--- src/logic/aolsr_consts.svh ---
// offsets, field positions, reset values, masks and response codes of the register slice
`ifndef AOLSR_CONSTS_SVH
`define AOLSR_CONSTS_SVH
// register indices; the bus byte address is four times the index
`define AOLSR_OFS_OFFSET_CTRL 8'hCF
`define AOLSR_OFS_CHB_LS 8'hDB
`define AOLSR_OFS_BOOST_OVR 8'hEA
`define AOLSR_OFS_LS_SRC 8'hEF
`define AOLSR_OFS_SWING_EN 8'hF1
`define AOLSR_OFS_CHA_LS 8'hF2
`define AOLSR_OFS_STATUS 8'hF8
// byte addresses seen on the 10-bit bus address
`define AOLSR_ADR_OFFSET_CTRL {`AOLSR_OFS_OFFSET_CTRL, 2'b00}
`define AOLSR_ADR_CHB_LS {`AOLSR_OFS_CHB_LS, 2'b00}
`define AOLSR_ADR_BOOST_OVR {`AOLSR_OFS_BOOST_OVR, 2'b00}
`define AOLSR_ADR_LS_SRC {`AOLSR_OFS_LS_SRC, 2'b00}
`define AOLSR_ADR_SWING_EN {`AOLSR_OFS_SWING_EN, 2'b00}
`define AOLSR_ADR_CHA_LS {`AOLSR_OFS_CHA_LS, 2'b00}
`define AOLSR_ADR_STATUS {`AOLSR_OFS_STATUS, 2'b00}
`define AOLSR_RST_VAL 8'h00
`define AOLSR_BIT_HOLD 7
`define AOLSR_TC_LSB 2
`define AOLSR_TC_MSB 5
`define AOLSR_BIT_CHB_LS 0
`define AOLSR_BIT_CHA_LS 3
`define AOLSR_BIT_LS_SRC 4
`define AOLSR_BIT_BOOST_OVR 7
`define AOLSR_MASK_OFFSET_CTRL 8'hBC
`define AOLSR_MASK_CHB_LS 8'h01
`define AOLSR_MASK_BOOST_OVR 8'h80
`define AOLSR_MASK_LS_SRC 8'h10
`define AOLSR_MASK_SWING_EN 8'h03
`define AOLSR_MASK_CHA_LS 8'h08
`define AOLSR_SWING_OFF 2'h0
`define AOLSR_SWING_ON 2'h3
`define AOLSR_RESP_OKAY 2'h0
`define AOLSR_RESP_SLVERR 2'h2
`endif

--- src/logic/aolsr_pkg.sv ---
// types of the register slice
package aolsr_pkg;
  typedef enum logic [2:0] {
    AOLSR_W_IDLE = 3'h1,
    AOLSR_W_DATA = 3'h2,
    AOLSR_W_RESP = 3'h4
  } aolsr_wst_t;
  typedef enum logic [1:0] {
    AOLSR_R_IDLE = 2'h1,
    AOLSR_R_RESP = 2'h2
  } aolsr_rst_t;
endpackage

--- src/logic/aolsr_offset_loop.sv ---
// offset estimate tracker with freeze and programmable time constant
`timescale 1ns/1ps
`include "aolsr_consts.svh"
module aolsr_offset_loop #(
  parameter int DW = 11,
  parameter int TCW = 4
) (
  // clock and reset
  input wire logic clk,
  input wire logic nrst,
  // control
  input wire logic enable,
  input wire logic hold,
  input wire logic [TCW-1:0] tc,
  // sample in, estimate out
  input wire logic [DW-1:0] sample,
  output logic [DW-1:0] estimate,
  output logic updating
);
  logic [DW-1:0] est_q, est_d;
  logic [15:0] cnt_q, cnt_d;
  logic upd_q, upd_d;

  always_comb begin
    est_d = est_q;
    cnt_d = cnt_q;
    upd_d = 1'b0;
    if (enable && !hold) begin
      if (cnt_q >= {12'h000, tc}) begin
        cnt_d = 16'h0000;
        upd_d = 1'b1;
        if (sample > est_q) est_d = est_q + 1'b1;
        else if (sample < est_q) est_d = est_q - 1'b1;
      end else begin
        cnt_d = cnt_q + 16'h0001;
      end
    end else begin
      cnt_d = 16'h0000;
    end
  end

  always_ff @(posedge clk or negedge nrst) begin
    if (!nrst) begin
      est_q <= '0;
      cnt_q <= 16'h0000;
      upd_q <= 1'b0;
    end else begin
      est_q <= est_d;
      cnt_q <= cnt_d;
      upd_q <= upd_d;
    end
  end

  assign estimate = est_q;
  assign updating = upd_q;

  a_hold_freezes_est: assert property (@(posedge clk) disable iff (!nrst)
    (enable && hold) |=> $stable(est_q)) else $error("estimate moved while held");
  a_tc_spacing: assert property (@(posedge clk) disable iff (!nrst)
    upd_q && tc == 4'h2 && $stable(tc) |=> !upd_q) else $error("update too early");
endmodule

--- src/logic/aolsr_regs.sv ---
// axi4-lite register slice: offset loop, low-speed mode, swing gate, boost override
// What this block does
// - freeze bit 1 holds estimate each cycle; 0 keeps updating; needs loop enable
// - register-controlled: channel B register bit 0 enables channel B low-speed
// - register-controlled: channel A register bit 3 enables channel A low-speed
// - source bit 0 uses serial clock pin dc level; 1 uses register bits
// - swing field 00 disables, 11 enables; software never writes 01 or 10
`timescale 1ns/1ps
`include "aolsr_consts.svh"
module aolsr_regs #(
  parameter int DW = 11
) (
  // clock and reset
  input wire logic CLK,
  input wire logic NRST,
  // axi4-lite write address
  input wire logic [9:0] S_AXI_AWADDR,
  input wire logic S_AXI_AWVALID,
  output logic S_AXI_AWREADY,
  // axi4-lite write data
  input wire logic [31:0] S_AXI_WDATA,
  input wire logic [3:0] S_AXI_WSTRB,
  input wire logic S_AXI_WVALID,
  output logic S_AXI_WREADY,
  // axi4-lite write response
  output logic [1:0] S_AXI_BRESP,
  output logic S_AXI_BVALID,
  input wire logic S_AXI_BREADY,
  // axi4-lite read
  input wire logic [9:0] S_AXI_ARADDR,
  input wire logic S_AXI_ARVALID,
  output logic S_AXI_ARREADY,
  output logic [31:0] S_AXI_RDATA,
  output logic [1:0] S_AXI_RRESP,
  output logic S_AXI_RVALID,
  input wire logic S_AXI_RREADY,
  // converter side
  input wire logic OFFSET_LOOP_ENABLE,
  input wire logic SCLK_PIN_LEVEL,
  input wire logic [DW-1:0] OFFSET_SAMPLE,
  output logic [DW-1:0] OFFSET_ESTIMATE,
  output logic CHAN_A_SLOW_RATE_ENABLE,
  output logic CHAN_B_SLOW_RATE_ENABLE,
  output logic SWING_REG_CONTROL,
  output logic NOISE_SHAPER_PIN_OVERRIDE
);
  logic [7:0] ctrl_q, ctrl_d, chb_q, chb_d, ovr_q, ovr_d;
  logic [7:0] src_q, src_d, swg_q, swg_d, cha_q, cha_d;
  aolsr_pkg::aolsr_wst_t wst_q, wst_d;
  aolsr_pkg::aolsr_rst_t rst_q, rst_d;
  logic [9:0] waddr_q, waddr_d;
  logic [1:0] bresp_q, bresp_d, rresp_q, rresp_d;
  logic [31:0] rdata_q, rdata_d;
  logic slowa_q, slowa_d, slowb_q, slowb_d, swon_q, swon_d, upd;
  logic [DW-1:0] est;

  // unaligned byte addresses never match a register
  function automatic logic mapped(input logic [9:0] a);
    mapped = a == `AOLSR_ADR_OFFSET_CTRL || a == `AOLSR_ADR_CHB_LS ||
      a == `AOLSR_ADR_BOOST_OVR || a == `AOLSR_ADR_LS_SRC ||
      a == `AOLSR_ADR_SWING_EN || a == `AOLSR_ADR_CHA_LS;
  endfunction

  aolsr_offset_loop #(.DW(DW), .TCW(4)) u_loop (
    .clk(CLK),
    .nrst(NRST),
    .enable(OFFSET_LOOP_ENABLE),
    .hold(ctrl_q[`AOLSR_BIT_HOLD]),
    .tc(ctrl_q[`AOLSR_TC_MSB:`AOLSR_TC_LSB]),
    .sample(OFFSET_SAMPLE),
    .estimate(est),
    .updating(upd)
  );

  // write channel: address taken first, then data, one at a time
  always_comb begin
    wst_d = wst_q;
    waddr_d = waddr_q;
    bresp_d = bresp_q;
    ctrl_d = ctrl_q;
    chb_d = chb_q;
    ovr_d = ovr_q;
    src_d = src_q;
    swg_d = swg_q;
    cha_d = cha_q;
    case (wst_q)
      aolsr_pkg::AOLSR_W_IDLE: begin
        if (S_AXI_AWVALID) begin
          waddr_d = S_AXI_AWADDR;
          wst_d = aolsr_pkg::AOLSR_W_DATA;
        end
      end
      aolsr_pkg::AOLSR_W_DATA: begin
        if (S_AXI_WVALID) begin
          wst_d = aolsr_pkg::AOLSR_W_RESP;
          bresp_d = mapped(waddr_q) ? `AOLSR_RESP_OKAY : `AOLSR_RESP_SLVERR;
          if (S_AXI_WSTRB[0]) begin
            case (waddr_q)
              `AOLSR_ADR_OFFSET_CTRL: ctrl_d = S_AXI_WDATA[7:0] & `AOLSR_MASK_OFFSET_CTRL;
              `AOLSR_ADR_CHB_LS: chb_d = S_AXI_WDATA[7:0] & `AOLSR_MASK_CHB_LS;
              `AOLSR_ADR_BOOST_OVR: ovr_d = S_AXI_WDATA[7:0] & `AOLSR_MASK_BOOST_OVR;
              `AOLSR_ADR_LS_SRC: src_d = S_AXI_WDATA[7:0] & `AOLSR_MASK_LS_SRC;
              `AOLSR_ADR_SWING_EN: swg_d = S_AXI_WDATA[7:0] & `AOLSR_MASK_SWING_EN;
              `AOLSR_ADR_CHA_LS: cha_d = S_AXI_WDATA[7:0] & `AOLSR_MASK_CHA_LS;
              default: ;
            endcase
          end
        end
      end
      aolsr_pkg::AOLSR_W_RESP: begin
        if (S_AXI_BREADY) wst_d = aolsr_pkg::AOLSR_W_IDLE;
      end
      default: wst_d = aolsr_pkg::AOLSR_W_IDLE;
    endcase
  end

  // read channel
  always_comb begin
    rst_d = rst_q;
    rdata_d = rdata_q;
    rresp_d = rresp_q;
    case (rst_q)
      aolsr_pkg::AOLSR_R_IDLE: begin
        if (S_AXI_ARVALID) begin
          rst_d = aolsr_pkg::AOLSR_R_RESP;
          rresp_d = `AOLSR_RESP_OKAY;
          rdata_d = 32'h00000000;
          case (S_AXI_ARADDR)
            `AOLSR_ADR_OFFSET_CTRL: rdata_d[7:0] = ctrl_q;
            `AOLSR_ADR_CHB_LS: rdata_d[7:0] = chb_q;
            `AOLSR_ADR_BOOST_OVR: rdata_d[7:0] = ovr_q;
            `AOLSR_ADR_LS_SRC: rdata_d[7:0] = src_q;
            `AOLSR_ADR_SWING_EN: rdata_d[7:0] = swg_q;
            `AOLSR_ADR_CHA_LS: rdata_d[7:0] = cha_q;
            `AOLSR_ADR_STATUS:
              rdata_d = {5'h00, est, 12'h000, swon_q, slowb_q, slowa_q, upd};
            default: rresp_d = `AOLSR_RESP_SLVERR;
          endcase
        end
      end
      aolsr_pkg::AOLSR_R_RESP: begin
        if (S_AXI_RREADY) rst_d = aolsr_pkg::AOLSR_R_IDLE;
      end
      default: rst_d = aolsr_pkg::AOLSR_R_IDLE;
    endcase
  end

  // mode outputs
  always_comb begin
    // pin level or register bits choose low-speed mode
    if (src_q[`AOLSR_BIT_LS_SRC]) begin
      slowa_d = cha_q[`AOLSR_BIT_CHA_LS];
      slowb_d = chb_q[`AOLSR_BIT_CHB_LS];
    end else begin
      slowa_d = SCLK_PIN_LEVEL;
      slowb_d = SCLK_PIN_LEVEL;
    end
    swon_d = swg_q[1:0] == `AOLSR_SWING_ON;
  end

  always_ff @(posedge CLK or negedge NRST) begin
    if (!NRST) begin
      wst_q <= aolsr_pkg::AOLSR_W_IDLE;
      rst_q <= aolsr_pkg::AOLSR_R_IDLE;
      waddr_q <= 10'h000;
      bresp_q <= 2'h0;
      rresp_q <= 2'h0;
      rdata_q <= 32'h00000000;
      ctrl_q <= `AOLSR_RST_VAL;
      chb_q <= `AOLSR_RST_VAL;
      ovr_q <= `AOLSR_RST_VAL;
      src_q <= `AOLSR_RST_VAL;
      swg_q <= `AOLSR_RST_VAL;
      cha_q <= `AOLSR_RST_VAL;
      slowa_q <= 1'b0;
      slowb_q <= 1'b0;
      swon_q <= 1'b0;
    end else begin
      wst_q <= wst_d;
      rst_q <= rst_d;
      waddr_q <= waddr_d;
      bresp_q <= bresp_d;
      rresp_q <= rresp_d;
      rdata_q <= rdata_d;
      ctrl_q <= ctrl_d;
      chb_q <= chb_d;
      ovr_q <= ovr_d;
      src_q <= src_d;
      swg_q <= swg_d;
      cha_q <= cha_d;
      slowa_q <= slowa_d;
      slowb_q <= slowb_d;
      swon_q <= swon_d;
    end
  end

  // one-hot state bits drive the handshake outputs straight from the flops
  assign S_AXI_AWREADY = wst_q[0];
  assign S_AXI_WREADY = wst_q[1];
  assign S_AXI_BVALID = wst_q[2];
  assign S_AXI_BRESP = bresp_q;
  assign S_AXI_ARREADY = rst_q[0];
  assign S_AXI_RVALID = rst_q[1];
  assign S_AXI_RDATA = rdata_q;
  assign S_AXI_RRESP = rresp_q;
  assign OFFSET_ESTIMATE = est;
  assign CHAN_A_SLOW_RATE_ENABLE = slowa_q;
  assign CHAN_B_SLOW_RATE_ENABLE = slowb_q;
  assign SWING_REG_CONTROL = swon_q;
  assign NOISE_SHAPER_PIN_OVERRIDE = ovr_q[`AOLSR_BIT_BOOST_OVR];

  a_chb_reg_mode: assert property (@(posedge CLK) disable iff (!NRST)
    src_q[4] |=> slowb_q == $past(chb_q[0])) else $error("chan B mode wrong");
  a_cha_reg_mode: assert property (@(posedge CLK) disable iff (!NRST)
    src_q[4] |=> slowa_q == $past(cha_q[3])) else $error("chan A mode wrong");
  a_pin_mode: assert property (@(posedge CLK) disable iff (!NRST)
    !src_q[4] |=> slowa_q == $past(SCLK_PIN_LEVEL) && slowb_q == slowa_q)
    else $error("pin mode wrong");
  a_swing_gate: assert property (@(posedge CLK) disable iff (!NRST)
    swg_q[1:0] != 2'h3 |=> !swon_q) else $error("swing enabled wrongly");
  a_unused_zero: assert property (@(posedge CLK) disable iff (!NRST)
    ctrl_q[6] == 1'b0 && ctrl_q[1:0] == 2'h0 && src_q[3:0] == 4'h0)
    else $error("reserved bit stored");
  a_hold_loop: assert property (@(posedge CLK) disable iff (!NRST)
    ctrl_q[7] && OFFSET_LOOP_ENABLE ##1 ctrl_q[7] |-> !upd) else $error("frozen loop updated");
  a_tc_field: assert property (@(posedge CLK) disable iff (!NRST)
    upd && ctrl_q[`AOLSR_TC_MSB:`AOLSR_TC_LSB] != 4'h0 |=> !upd)
    else $error("back to back updates");
  a_write_resp: assert property (@(posedge CLK) disable iff (!NRST)
    S_AXI_WVALID && S_AXI_WREADY |=> S_AXI_BVALID) else $error("no write response");
  c_reg_write: cover property (@(posedge CLK) S_AXI_BVALID && S_AXI_BREADY);
  c_reg_read: cover property (@(posedge CLK) S_AXI_RVALID && S_AXI_RREADY);
  c_reg_mode: cover property (@(posedge CLK) src_q[4] && slowa_q);
  c_swing_on: cover property (@(posedge CLK) swon_q);
endmodule

--- config.mk ---
export PLATFORM = sky130hd
export DESIGN_NAME = aolsr_regs
export DESIGN_NICKNAME = d
export VERILOG_FILES = /design/src/logic/aolsr_pkg.sv /design/src/logic/aolsr_offset_loop.sv /design/src/logic/aolsr_regs.sv
export VERILOG_INCLUDE_DIRS = /design/src /design/src/logic
export SDC_FILE = /design/constraint.sdc
export NUM_CORES = 1
export LEC_CHECK = 0
export ABC_CLOCK_PERIOD_IN_PS = 3100
export BUFFER_PORTS_ARGS = -buffer_cell sky130_fd_sc_hd__buf_2
export CORE_UTILIZATION = 30
export DETAILED_ROUTE_END_ITERATION = 10
export SYNTH_ARGS = -nofsm -noshare
export SYNTH_HDL_FRONTEND = slang
export SYNTH_SLANG_ARGS = --single-unit
export TNS_END_PERCENT = 5
--- constraint.sdc ---
create_clock -name CLK -period 3.1 [get_ports CLK]
set_input_delay 0.155 -clock CLK [delete_from_list [all_inputs] [get_ports CLK]]
set_output_delay 0.155 -clock CLK [all_outputs]
set_load 0.05 [all_outputs]
* Word-level counts from Yosys, hierarchy flattened
Cells that the tools add are included.
** Cells by class
- Mux-type cells :: 19
- Add/subtract/negate cells :: 3
- Magnitude comparators :: 3
- Equal/unequal tests :: 24
- Reductions and logical operators :: 21
** Operator list (count)
- == test 10 bit, second input constant :: 13
- one-hot mux 8 bit (7 select lines) :: 1
- two-way mux 16 bit :: 2
- AND reduction 4 bit :: 6
- two-way mux 11 bit :: 2
- two-way mux 19 bit :: 1
- adder 16 x 1 -> 16 bit, second input constant :: 1
- >= comparator 16 x 4 -> 1 bit :: 1
- adder 11 x 1 -> 11 bit, second input constant :: 1
- > comparator 11 bit :: 1
- < comparator 11 bit :: 1
- subtractor 11 x 1 -> 11 bit, second input constant :: 1
- != test 2 bit, second input constant :: 5
- two-way mux 3 bit :: 3
- one-hot mux 3 bit (3 select lines) :: 1
- two-way mux 2 bit :: 4
- AND reduction 2 bit :: 4
- OR reduction 7 bit :: 1
- AND reduction 3 bit :: 2
- logical OR 1 bit :: 5
- == test 2 bit, second input constant :: 2
- two-way mux 1 bit :: 4
- one-hot mux 2 bit (2 select lines) :: 1
- == test 3 x 1 -> 1 bit, second input constant :: 1
- 6 further kinds :: 6
** Storage, ports and cells
- Register bits :: 93
- Input port bits :: 76

* Longest topological paths before layout
Gate-level depths: netlist (run 1).
- Depth in word-level cells :: 7
- Gate-level depth with buffers :: 14
- Gate-level depth less buffers :: 14

* Cells and area by module
From an unflattened synthesis (run 1), not the netlist that was laid out.
** Unflattened totals
- Cell total of the unflattened synthesis :: 390
- Area total of the unflattened synthesis :: 4156.5 µm²
** Modules (own cells, without submodules)
- aolsr_regs :: sequential area each 1228.7 µm², area each 2401.1 µm², cells each 213, times used 1
- aolsr_offset_loop :: sequential area each 700.7 µm², area each 1755.4 µm², cells each 177, times used 1

* Least setup slack after synthesis (run 1)
No wires, ideal clock.
- Kind :: flip-flop to flip-flop
- Start point :: reg u_loop.est_q[2] (netlist: u_loop.estimate[2])
- End point :: reg u_loop.est_q[10] (netlist: u_loop.estimate[10])
- Library setup time :: 0.142 ns
- Stages on the path, launching flop included :: 15
- Required time :: 2.958 ns
- Slack :: -0.460 ns
- Arrival :: 3.418 ns
- Path buffers :: 0
- Period minus slack after synthesis :: 3.560 ns
- Path through :: dfrtp_1 inv_1 ha_1 a21oi_1 a211oi_1 a2111oi_1 or2_2 inv_1 fa_1 nor2b_1 o31a_1 o2111ai_1 and3_1 o21ai_0 xnor2_1
** On the way
- Cells in the longest elaborated chain, start to end :: 3
- Elaborated cells on any way between the ends :: 8
- Classes of those cells :: 2 x add/sub; 2 x order compare; 2 x mux; 2 x reduce/logical
** Ends and longest elaborated chain
- start, declared :: RTL line aolsr_offset_loop.sv:20 : logic [DW-1:0] est_q, est_d;
- start signal, assigned :: RTL line aolsr_offset_loop.sv:48 : est_q <= est_d;
- subtractor 11 x 1 -> 11 bit, or another cell as far along :: RTL line aolsr_offset_loop.sv:33 : else if (sample < est_q) est_d = est_q - 1'b1;
- two-way mux 11 bit / nonzero test 2 bit (equally long branches)
- two-way mux 11 bit / AND reduction 3 bit (equally long branches)
Parallel ways exist; a longest one is shown, timed or not. The select of a mux whose other input is x is not followed.
A chain may end at the register's enable or synchronous reset.

* Worst setup path after layout (run 1)
- Start point :: reg u_loop.est_q[9] (netlist: u_loop.estimate[9])
- End point :: reg u_loop.est_q[8] (netlist: u_loop.estimate[8])
** On the way
- Cells in the longest elaborated chain, start to end :: 3
- Elaborated cells on any way between the ends :: 5
- Classes of those cells :: 2 x order compare; 1 x mux; 2 x reduce/logical
** Ends and longest elaborated chain (RTL line)
- < comparator 11 bit / > comparator 11 bit (equally long branches) :: aolsr_offset_loop.sv:33, aolsr_offset_loop.sv:32
- nonzero test 2 bit (no line)
- AND reduction 3 bit (no line)
Parallel ways exist; a longest one is shown, timed or not.

==> results of run 1 <==
==> worst reg2reg max path, cell delays in order, from the launching register on <==
cell and delay [ns]:
dfrtp_2 0.37, inv_2 0.05, ha_4 0.26, nand4_1 0.20, a211oi_2 0.29, a2111oi_4 0.07, or2_4 0.30, buf_4 0.15
ha_4 0.22, nor2b_2 0.15, o31a_1 0.29, buf_6 0.14, o21ai_2 0.13, xor2_1 0.19, mux2i_1 0.11
==> state kept, by name (all words and copies together), names as in the netlist, 2 cells and up <==
name / count
rst_q: 2
ctrl_q: 5
u_loop.estimate: 11
S_AXI_RDATA: 18
u_loop.cnt_q: 16
waddr_q: 10
wst_q: 3
swg_q: 2
==> routing by layer <==
layer | global-route usage, % | vias to the layer above
met5 | 0 | -
met4 | 5.063 | 0
met3 | 4.102 | 16
met2 | 24.49 | 98
met1 | 18.38 | 1600
li1 | - | 1617
==> through the flow <==
stage	cells	cell area (µm²)	power [mW]	utilization, %
final	708	5420	5.501	40.93
after detailed placement	689	4974	4.022	37.56
after global routing	708	5420	5.912	40.93
after global placement	689	4974	3.926	37.56
after CTS	705	5341	5.325	40.33
after floorplan	428	4312	3.275	-
==> report_power, final <==
| part | total, mW | internal (mW) | leakage (nW) | switching, mW |
|---|---|---|---|---|
| Clock | 1.16 | 0.750 | 0.162 | 0.411 |
| Sequential | 1.38 | 1.22 | 0.947 | 0.159 |
| Combinational | 2.96 | 1.28 | 1.49 | 1.68 |
| Total | 5.50 | 3.25 | 2.60 | 2.25 |
==> cell type report <==
cell class	count	area (µm²)
well taps	176	220.2
clock buffers	11	252.7
repair buffers	111	625.6
inverters	24	90.09
clock inverters	5	81.33
flip-flops and latches	77	1943
fillers	1288	7823
multi-input cells	304	2207
==> logic make-up after synthesis <==
| logic type | count (synthesis) | share of synthesized area, % |
|---|---|---|
| and+or+nand+nor | 148 | 18.60 |
| DFF | 77 | 47.42 |
| AOI/OAI and AO/OA | 63 | 9.626 |
| buffers and inverters | 47 | 5.996 |
| muxes | 27 | 7.288 |
| adders and majority gates | 26 | 8.180 |
| xor gates and xnor gates | 13 | 2.798 |
| other | 1 | 0.09216 |
==> what timing repair did <==
action	4_1_cts	5_1_grt
pin swaps	6	11
resized for setup	7	14
endpoints found under the setup margin	4	6
setup buffers	0	3
==> cells in the final DEF, fill, tap and decap left out, drive strengths merged, types with 3 or more instances in the layout <==
| master | synthesis | final |
|---|---|---|
| xor2 | 8 | 8 |
| or4 | 4 | 4 |
| a21oi | 13 | 13 |
| nand3 | 19 | 19 |
| nor2 | 22 | 22 |
| o21ai | 24 | 24 |
| inv | 24 | 25 |
| nor2b | 4 | 4 |
| nor4 | 5 | 5 |
| nand2 | 56 | 56 |
| mux2i | 9 | 9 |
| o21a | 4 | 4 |
| ha | 25 | 25 |
| conb | 1 | 27 |
| buf | 19 | 111 |
| xnor2 | 5 | 5 |
| or3b | 3 | 3 |
| mux2 | 18 | 18 |
| a211oi | 5 | 5 |
| a22oi | 3 | 3 |
| nand4 | 3 | 3 |
| nor3 | 10 | 10 |
| nand3b | 3 | 3 |
| nand2b | 6 | 6 |
| dfrtp | 75 | 75 |
| clkbuf | 4 | 11 |
==> worst max path at each step <==
stage,end,slack (ns),depth (start not counted)
after floorplan,u_loop.estimate[10]$_DFFE_PN0P_,-0.01,14
after global placement,u_loop.estimate[7]$_DFFE_PN0P_,0.05,13
after detailed placement,u_loop.estimate[10]$_DFFE_PN0P_,-0.02,14
after CTS,u_loop.estimate[10]$_DFFE_PN0P_,0.006,14
after global routing,u_loop.estimate[8]$_DFFE_PN0P_,-0.17,14
final,u_loop.estimate[8]$_DFFE_PN0P_,0.01,14
==> reports/results.tsv, run 1 <==
metric	value	unit
postCtsHoldBufs	0	
cp.arrival	3.26	ns
drt-total-wl	9773	µm
synthCells	402	
avgViaCountPerCell	4.705	
hold_viol	26	
slowest_stage	dfrtp_2	
finalCritPeriodShare	99.58	%
root_buffer	clkbuf_16	
detail_route.wl_per_cell	13.80	µm
endpoint_kind	register	
leakage	2.597	nW
cts.htree.levels	3	
cts_tree	yes	
ff2ff_path_depth	14	
fin_nets	629	
rsz0062_at_grt	yes	
yosysTopAreaCellShare	46.13	%
synthMostInstantiatedCell	dfrtp_1	
cpPeakStageDelay	0.37	ns
fin_setup_tns	0	ns
critPathTopFamily	compound AO/OA/AOI/OAI gates	
io_buffers	87	
grt_pass1_vias	3332	
die_w	118.5	µm
cts-buffers-inserted	9	
antenna_found_initial	0	
status	finished, violations left	
power.density	1015	nW/µm²
finalCriticalPeriod	3.087	ns
critPathKind	register to register	
cts.sinks	77	
ys_types	57	
yosysSeqAreaShare	47.42	%
rows	42	
hold_class	primary input to asynchronous set/reset pin	
syn_area_per_cell	10.12	µm²
n_antenna_cell	0	
grt_pass1_wl	16420	µm
r2r_start	u_loop.estimate[9]$_DFFE_PN0P_	
dp_hpwl	7271	µm
pre_cts_slack	-0.01547	ns
drive_gt1_share	38.16	%
ys_ff_latch	77	
skew	0.008018	ns
highest_layer	met4	
rr_endpoint	u_loop.estimate[8]$_DFFE_PN0P_	
synth_flop_cell	dfrtp_1	
maxCapViolations	0	
remaining_drc_errors	0	
yosysTopAreaCell	dfrtp_1	
synth_area_leaders	dfrtp_1 46%, ha_1 7.7%, nand2_1 5.2%	
first_pass_iters	4	
clk_pin_slew	0.06	ns
finalSetupViolCount	0	
grt_max_degree	78	
tightest_slew	0.9607	ns
dr_total_vias	3331	
finalMaxSlewViolations	0	
grt_use_total	14.75	%
dr_wl_met3	465	µm
ys_async_sr_fraction	100.0	%
netlist_top_cells_count	75 x dfrtp_1, 56 x nand2_1, 25 x ha_1	
cts_max_path_buffers	2	
peakVddDrop	0.4355	mV
core-area	13240	µm²
r2r_slack	0.01	ns
initial_utilization	30.73	%
die_height	118.5	µm
whs	-0.02646	ns
yosys_warnings	0	
slew_headroom	35.95	%
gp_congestion	0.8822	
cp_num_buf_inv	3	
crit_top_cell	ha_4	
area_growth	33.21	%
drtIter0Drc	135	
die-area	14030	µm²
path_cells	inv_2 -> ha_4 -> nand4_1 -> a211oi_2 -> a2111oi_4 -> or2_4 -> buf_4 -> ha_4 -> nor2b_2 -> o31a_1 -> buf_6 -> o21ai_2 -> xor2_1 -> mux2i_1	
max_freq	0.3239	GHz
worst-path-max-fanout	5	
synth-edff-count	0	
violations	hold timing	
crit_required	3.27	ns
setup.worst_path.start	u_loop.estimate[9]$_DFFE_PN0P_	
overflow	0	
wl_met2	4740	µm
clkLatencyLatePin	0.33	ns
wl_met1	4384	µm
ant_nets	0	
netlist_area	4069	µm²
fin_ws	0.01304	ns
cp-start-kind	register	
ios	132	
Power figures use the tool's default switching activity.
==> run 2: changes to the inputs <==
Settings changed: PLACE_DENSITY set to 0.52.
==> run 2 against run 1 <==
Global-route usage is 0.38 points lower; largest cell class unchanged; register-to-register slack better by 0.10 ns; clock-buffer cell count stayed put; final cell count stayed put; utilization is 0.24 points higher; the flow still finishes with violations (hold timing); critical endpoint is now u_loop.estimate[6]$_DFFE_PN0P_.
==> reports/results.tsv, run 2 (synthesis results as in run 1) <==
metric	value	unit	change
status	finished, violations left		unchanged
violations	hold timing		unchanged
finalSetupViolCount	0		unchanged
ios	132		unchanged
grt_use_total	14.37	%	was 14.75%
worst-path-max-fanout	6		was 5
drive_gt1_share	39.29	%	was 38.16%
drtIter0Drc	107		was 135
rsz0062_at_grt	yes		unchanged
avgViaCountPerCell	4.562		was 4.705
grt_pass1_vias	3266		was 3332
cts.sinks	77		unchanged
tightest_slew	0.9929	ns	was 0.9607 ns
pre_cts_slack	-0.05315	ns	was -0.01547 ns
max_freq	0.3349	GHz	was 0.3239 GHz
grt_max_degree	78		unchanged
crit_required	3.31	ns	was 3.27 ns
fin_ws	0.1137	ns	was 0.01304 ns
endpoint_kind	register		unchanged
largest_reg_flops	18		unchanged
cp.arrival	3.20	ns	was 3.26 ns
antenna_found_initial	1		was 0
cts-buffers-inserted	9		unchanged
io_buffers	87		unchanged
root_buffer	clkbuf_16		unchanged
die_height	118.5	µm	unchanged
layout_commonest_cell	buf_2		unchanged
skew	0.007550	ns	was 0.008018 ns
hold_class	primary input to asynchronous set/reset pin		unchanged
dpl.cell_count	690		was 689
overflow	0		unchanged
die_w	118.5	µm	unchanged
cts_tree	yes		unchanged
dp_hpwl	7142	µm	was 7271 µm
finalMaxSlewViolations	0		unchanged
n_antenna_cell	0		unchanged
total_power	5.444	mW	was 5.501 mW
critPathKind	register to register		unchanged
core-area	13240	µm²	unchanged
clk_pin_slew	0.06	ns	about the same
grt_pass1_wl	15810	µm	was 16420 µm
slew_headroom	33.81	%	was 35.95%
leakage	2.590	nW	was 2.597 nW
area_growth	33.98	%	was 33.21%
initial_utilization	30.73	%	unchanged
rows	42		unchanged
fin_cells	708		unchanged
ant_nets	0		unchanged
cts_max_path_buffers	2		unchanged
cts.htree.levels	3		unchanged
clkLatencyLatePin	0.33	ns	about the same
power.density	998.6	nW/µm²	was 1015 nW/µm²
gp_congestion	0.8237		was 0.8822
drt-total-wl	9449	µm	was 9773 µm
cp-start-kind	register		unchanged
remaining_drc_errors	0		unchanged
peakVddDrop	0.4053	mV	was 0.4355 mV
maxCapViolations	0		unchanged
fin_util	41.17	%	was 40.93%
dr_total_vias	3230		was 3331
mostFrequentLayoutCells	86 x buf_2, 64 x dfrtp_1, 56 x nand2_1, 27 x conb_1, 24 x buf_4		was 86 x buf_2, 64 x dfrtp_1, 56 x nand2_1, 27 x conb_1, 23 x buf_4
detail_route.wl_per_cell	13.35	µm	was 13.80 µm
fin_nets	629		unchanged
finalCriticalPeriod	2.986	ns	was 3.087 ns
die-area	14030	µm²	unchanged
finalCritPeriodShare	96.33	%	was 99.58%
whs	-0.001949	ns	was -0.02646 ns
first_pass_iters	4		unchanged
hold_viol	1		was 26
==> run 2: path summary, 6_finish.rpt <==
check,from,end,slack (ns),cells after the start
worst min-delay path,NRST,u_loop.cnt_q[8]$_DFF_PN0_,-0.002,1
worst max-delay path,u_loop.estimate[8]$_DFFE_PN0P_,u_loop.estimate[6]$_DFFE_PN0P_,0.11,14
min in group CLK,S_AXI_WDATA[5],ctrl_q[5]$_DFFE_PN0P_,0.03,3
worst min register to register,S_AXI_RDATA[21]$_DFFE_PN0P_,S_AXI_RDATA[21]$_DFFE_PN0P_,0.46,2
max in group asynchronous,NRST,u_loop.estimate[0]$_DFFE_PN0P_,2.40,1
worst max register to register,u_loop.estimate[8]$_DFFE_PN0P_,u_loop.estimate[6]$_DFFE_PN0P_,0.11,14
==> run 2: worst max-delay path, stage by stage (launching register included) <==
cell,delay [ns]
dfrtp_2,0.36
inv_2,0.05
ha_4,0.26
nand4_1,0.18
a211oi_2,0.29
a2111oi_4,0.10
or2_4,0.32
ha_4,0.25
nor2b_2,0.15
o31a_1,0.26
buf_4,0.15
o21ai_0,0.14
nand2b_1,0.09
xnor2_1,0.16
mux2i_1,0.09
==> run 2: stage by stage <==
step | TNS (ns) | area, µm²
final | 0 | 5451
after global routing | -0.2642 | 5451
after floorplan | -0.01201 | 4312
after CTS | -0.02202 | 5321
after global placement | -0.09899 | 4986
after detailed placement | -0.08692 | 4986
==> run 2: area by class of cell <==
cell class / count / area (µm²)
Clock inverter: 5 / 58.81
Fill cell: 1341 / 7791
Sequential cell: 77 / 1943
Timing Repair Buffer: 111 / 621.8
Inverter: 24 / 90.09
Tap cell: 176 / 220.2
Multi-Input combinational cell: 304 / 2265
Clock buffer: 11 / 252.7
==> run 2: power by group <==
group | total (mW) | switching [mW] | leakage (nW) | internal [mW]
Combinational | 3.00 | 1.67 | 1.50 | 1.33
Clock | 1.07 | 0.402 | 0.148 | 0.667
Sequential | 1.37 | 0.151 | 0.947 | 1.22
==> run 2: metal layers <==
metal  global-route usage [%]  up-vias  share of wire [%]
met3                    4.875       12                5.5
met4                    4.193        2                1.2
met5                        0        -               0.11
met1                    17.88     1521                 45
met2                    23.57       81                 48
li1                         -     1614                  -
==> run 2: timing repair <==
action / in CTS / in global routing
pin swaps: 4 / 12
resized for setup: 5 / 22
hold buffers: 0 / 0
endpoints found under the setup margin: 3 / 6
setup buffers: 0 / 2
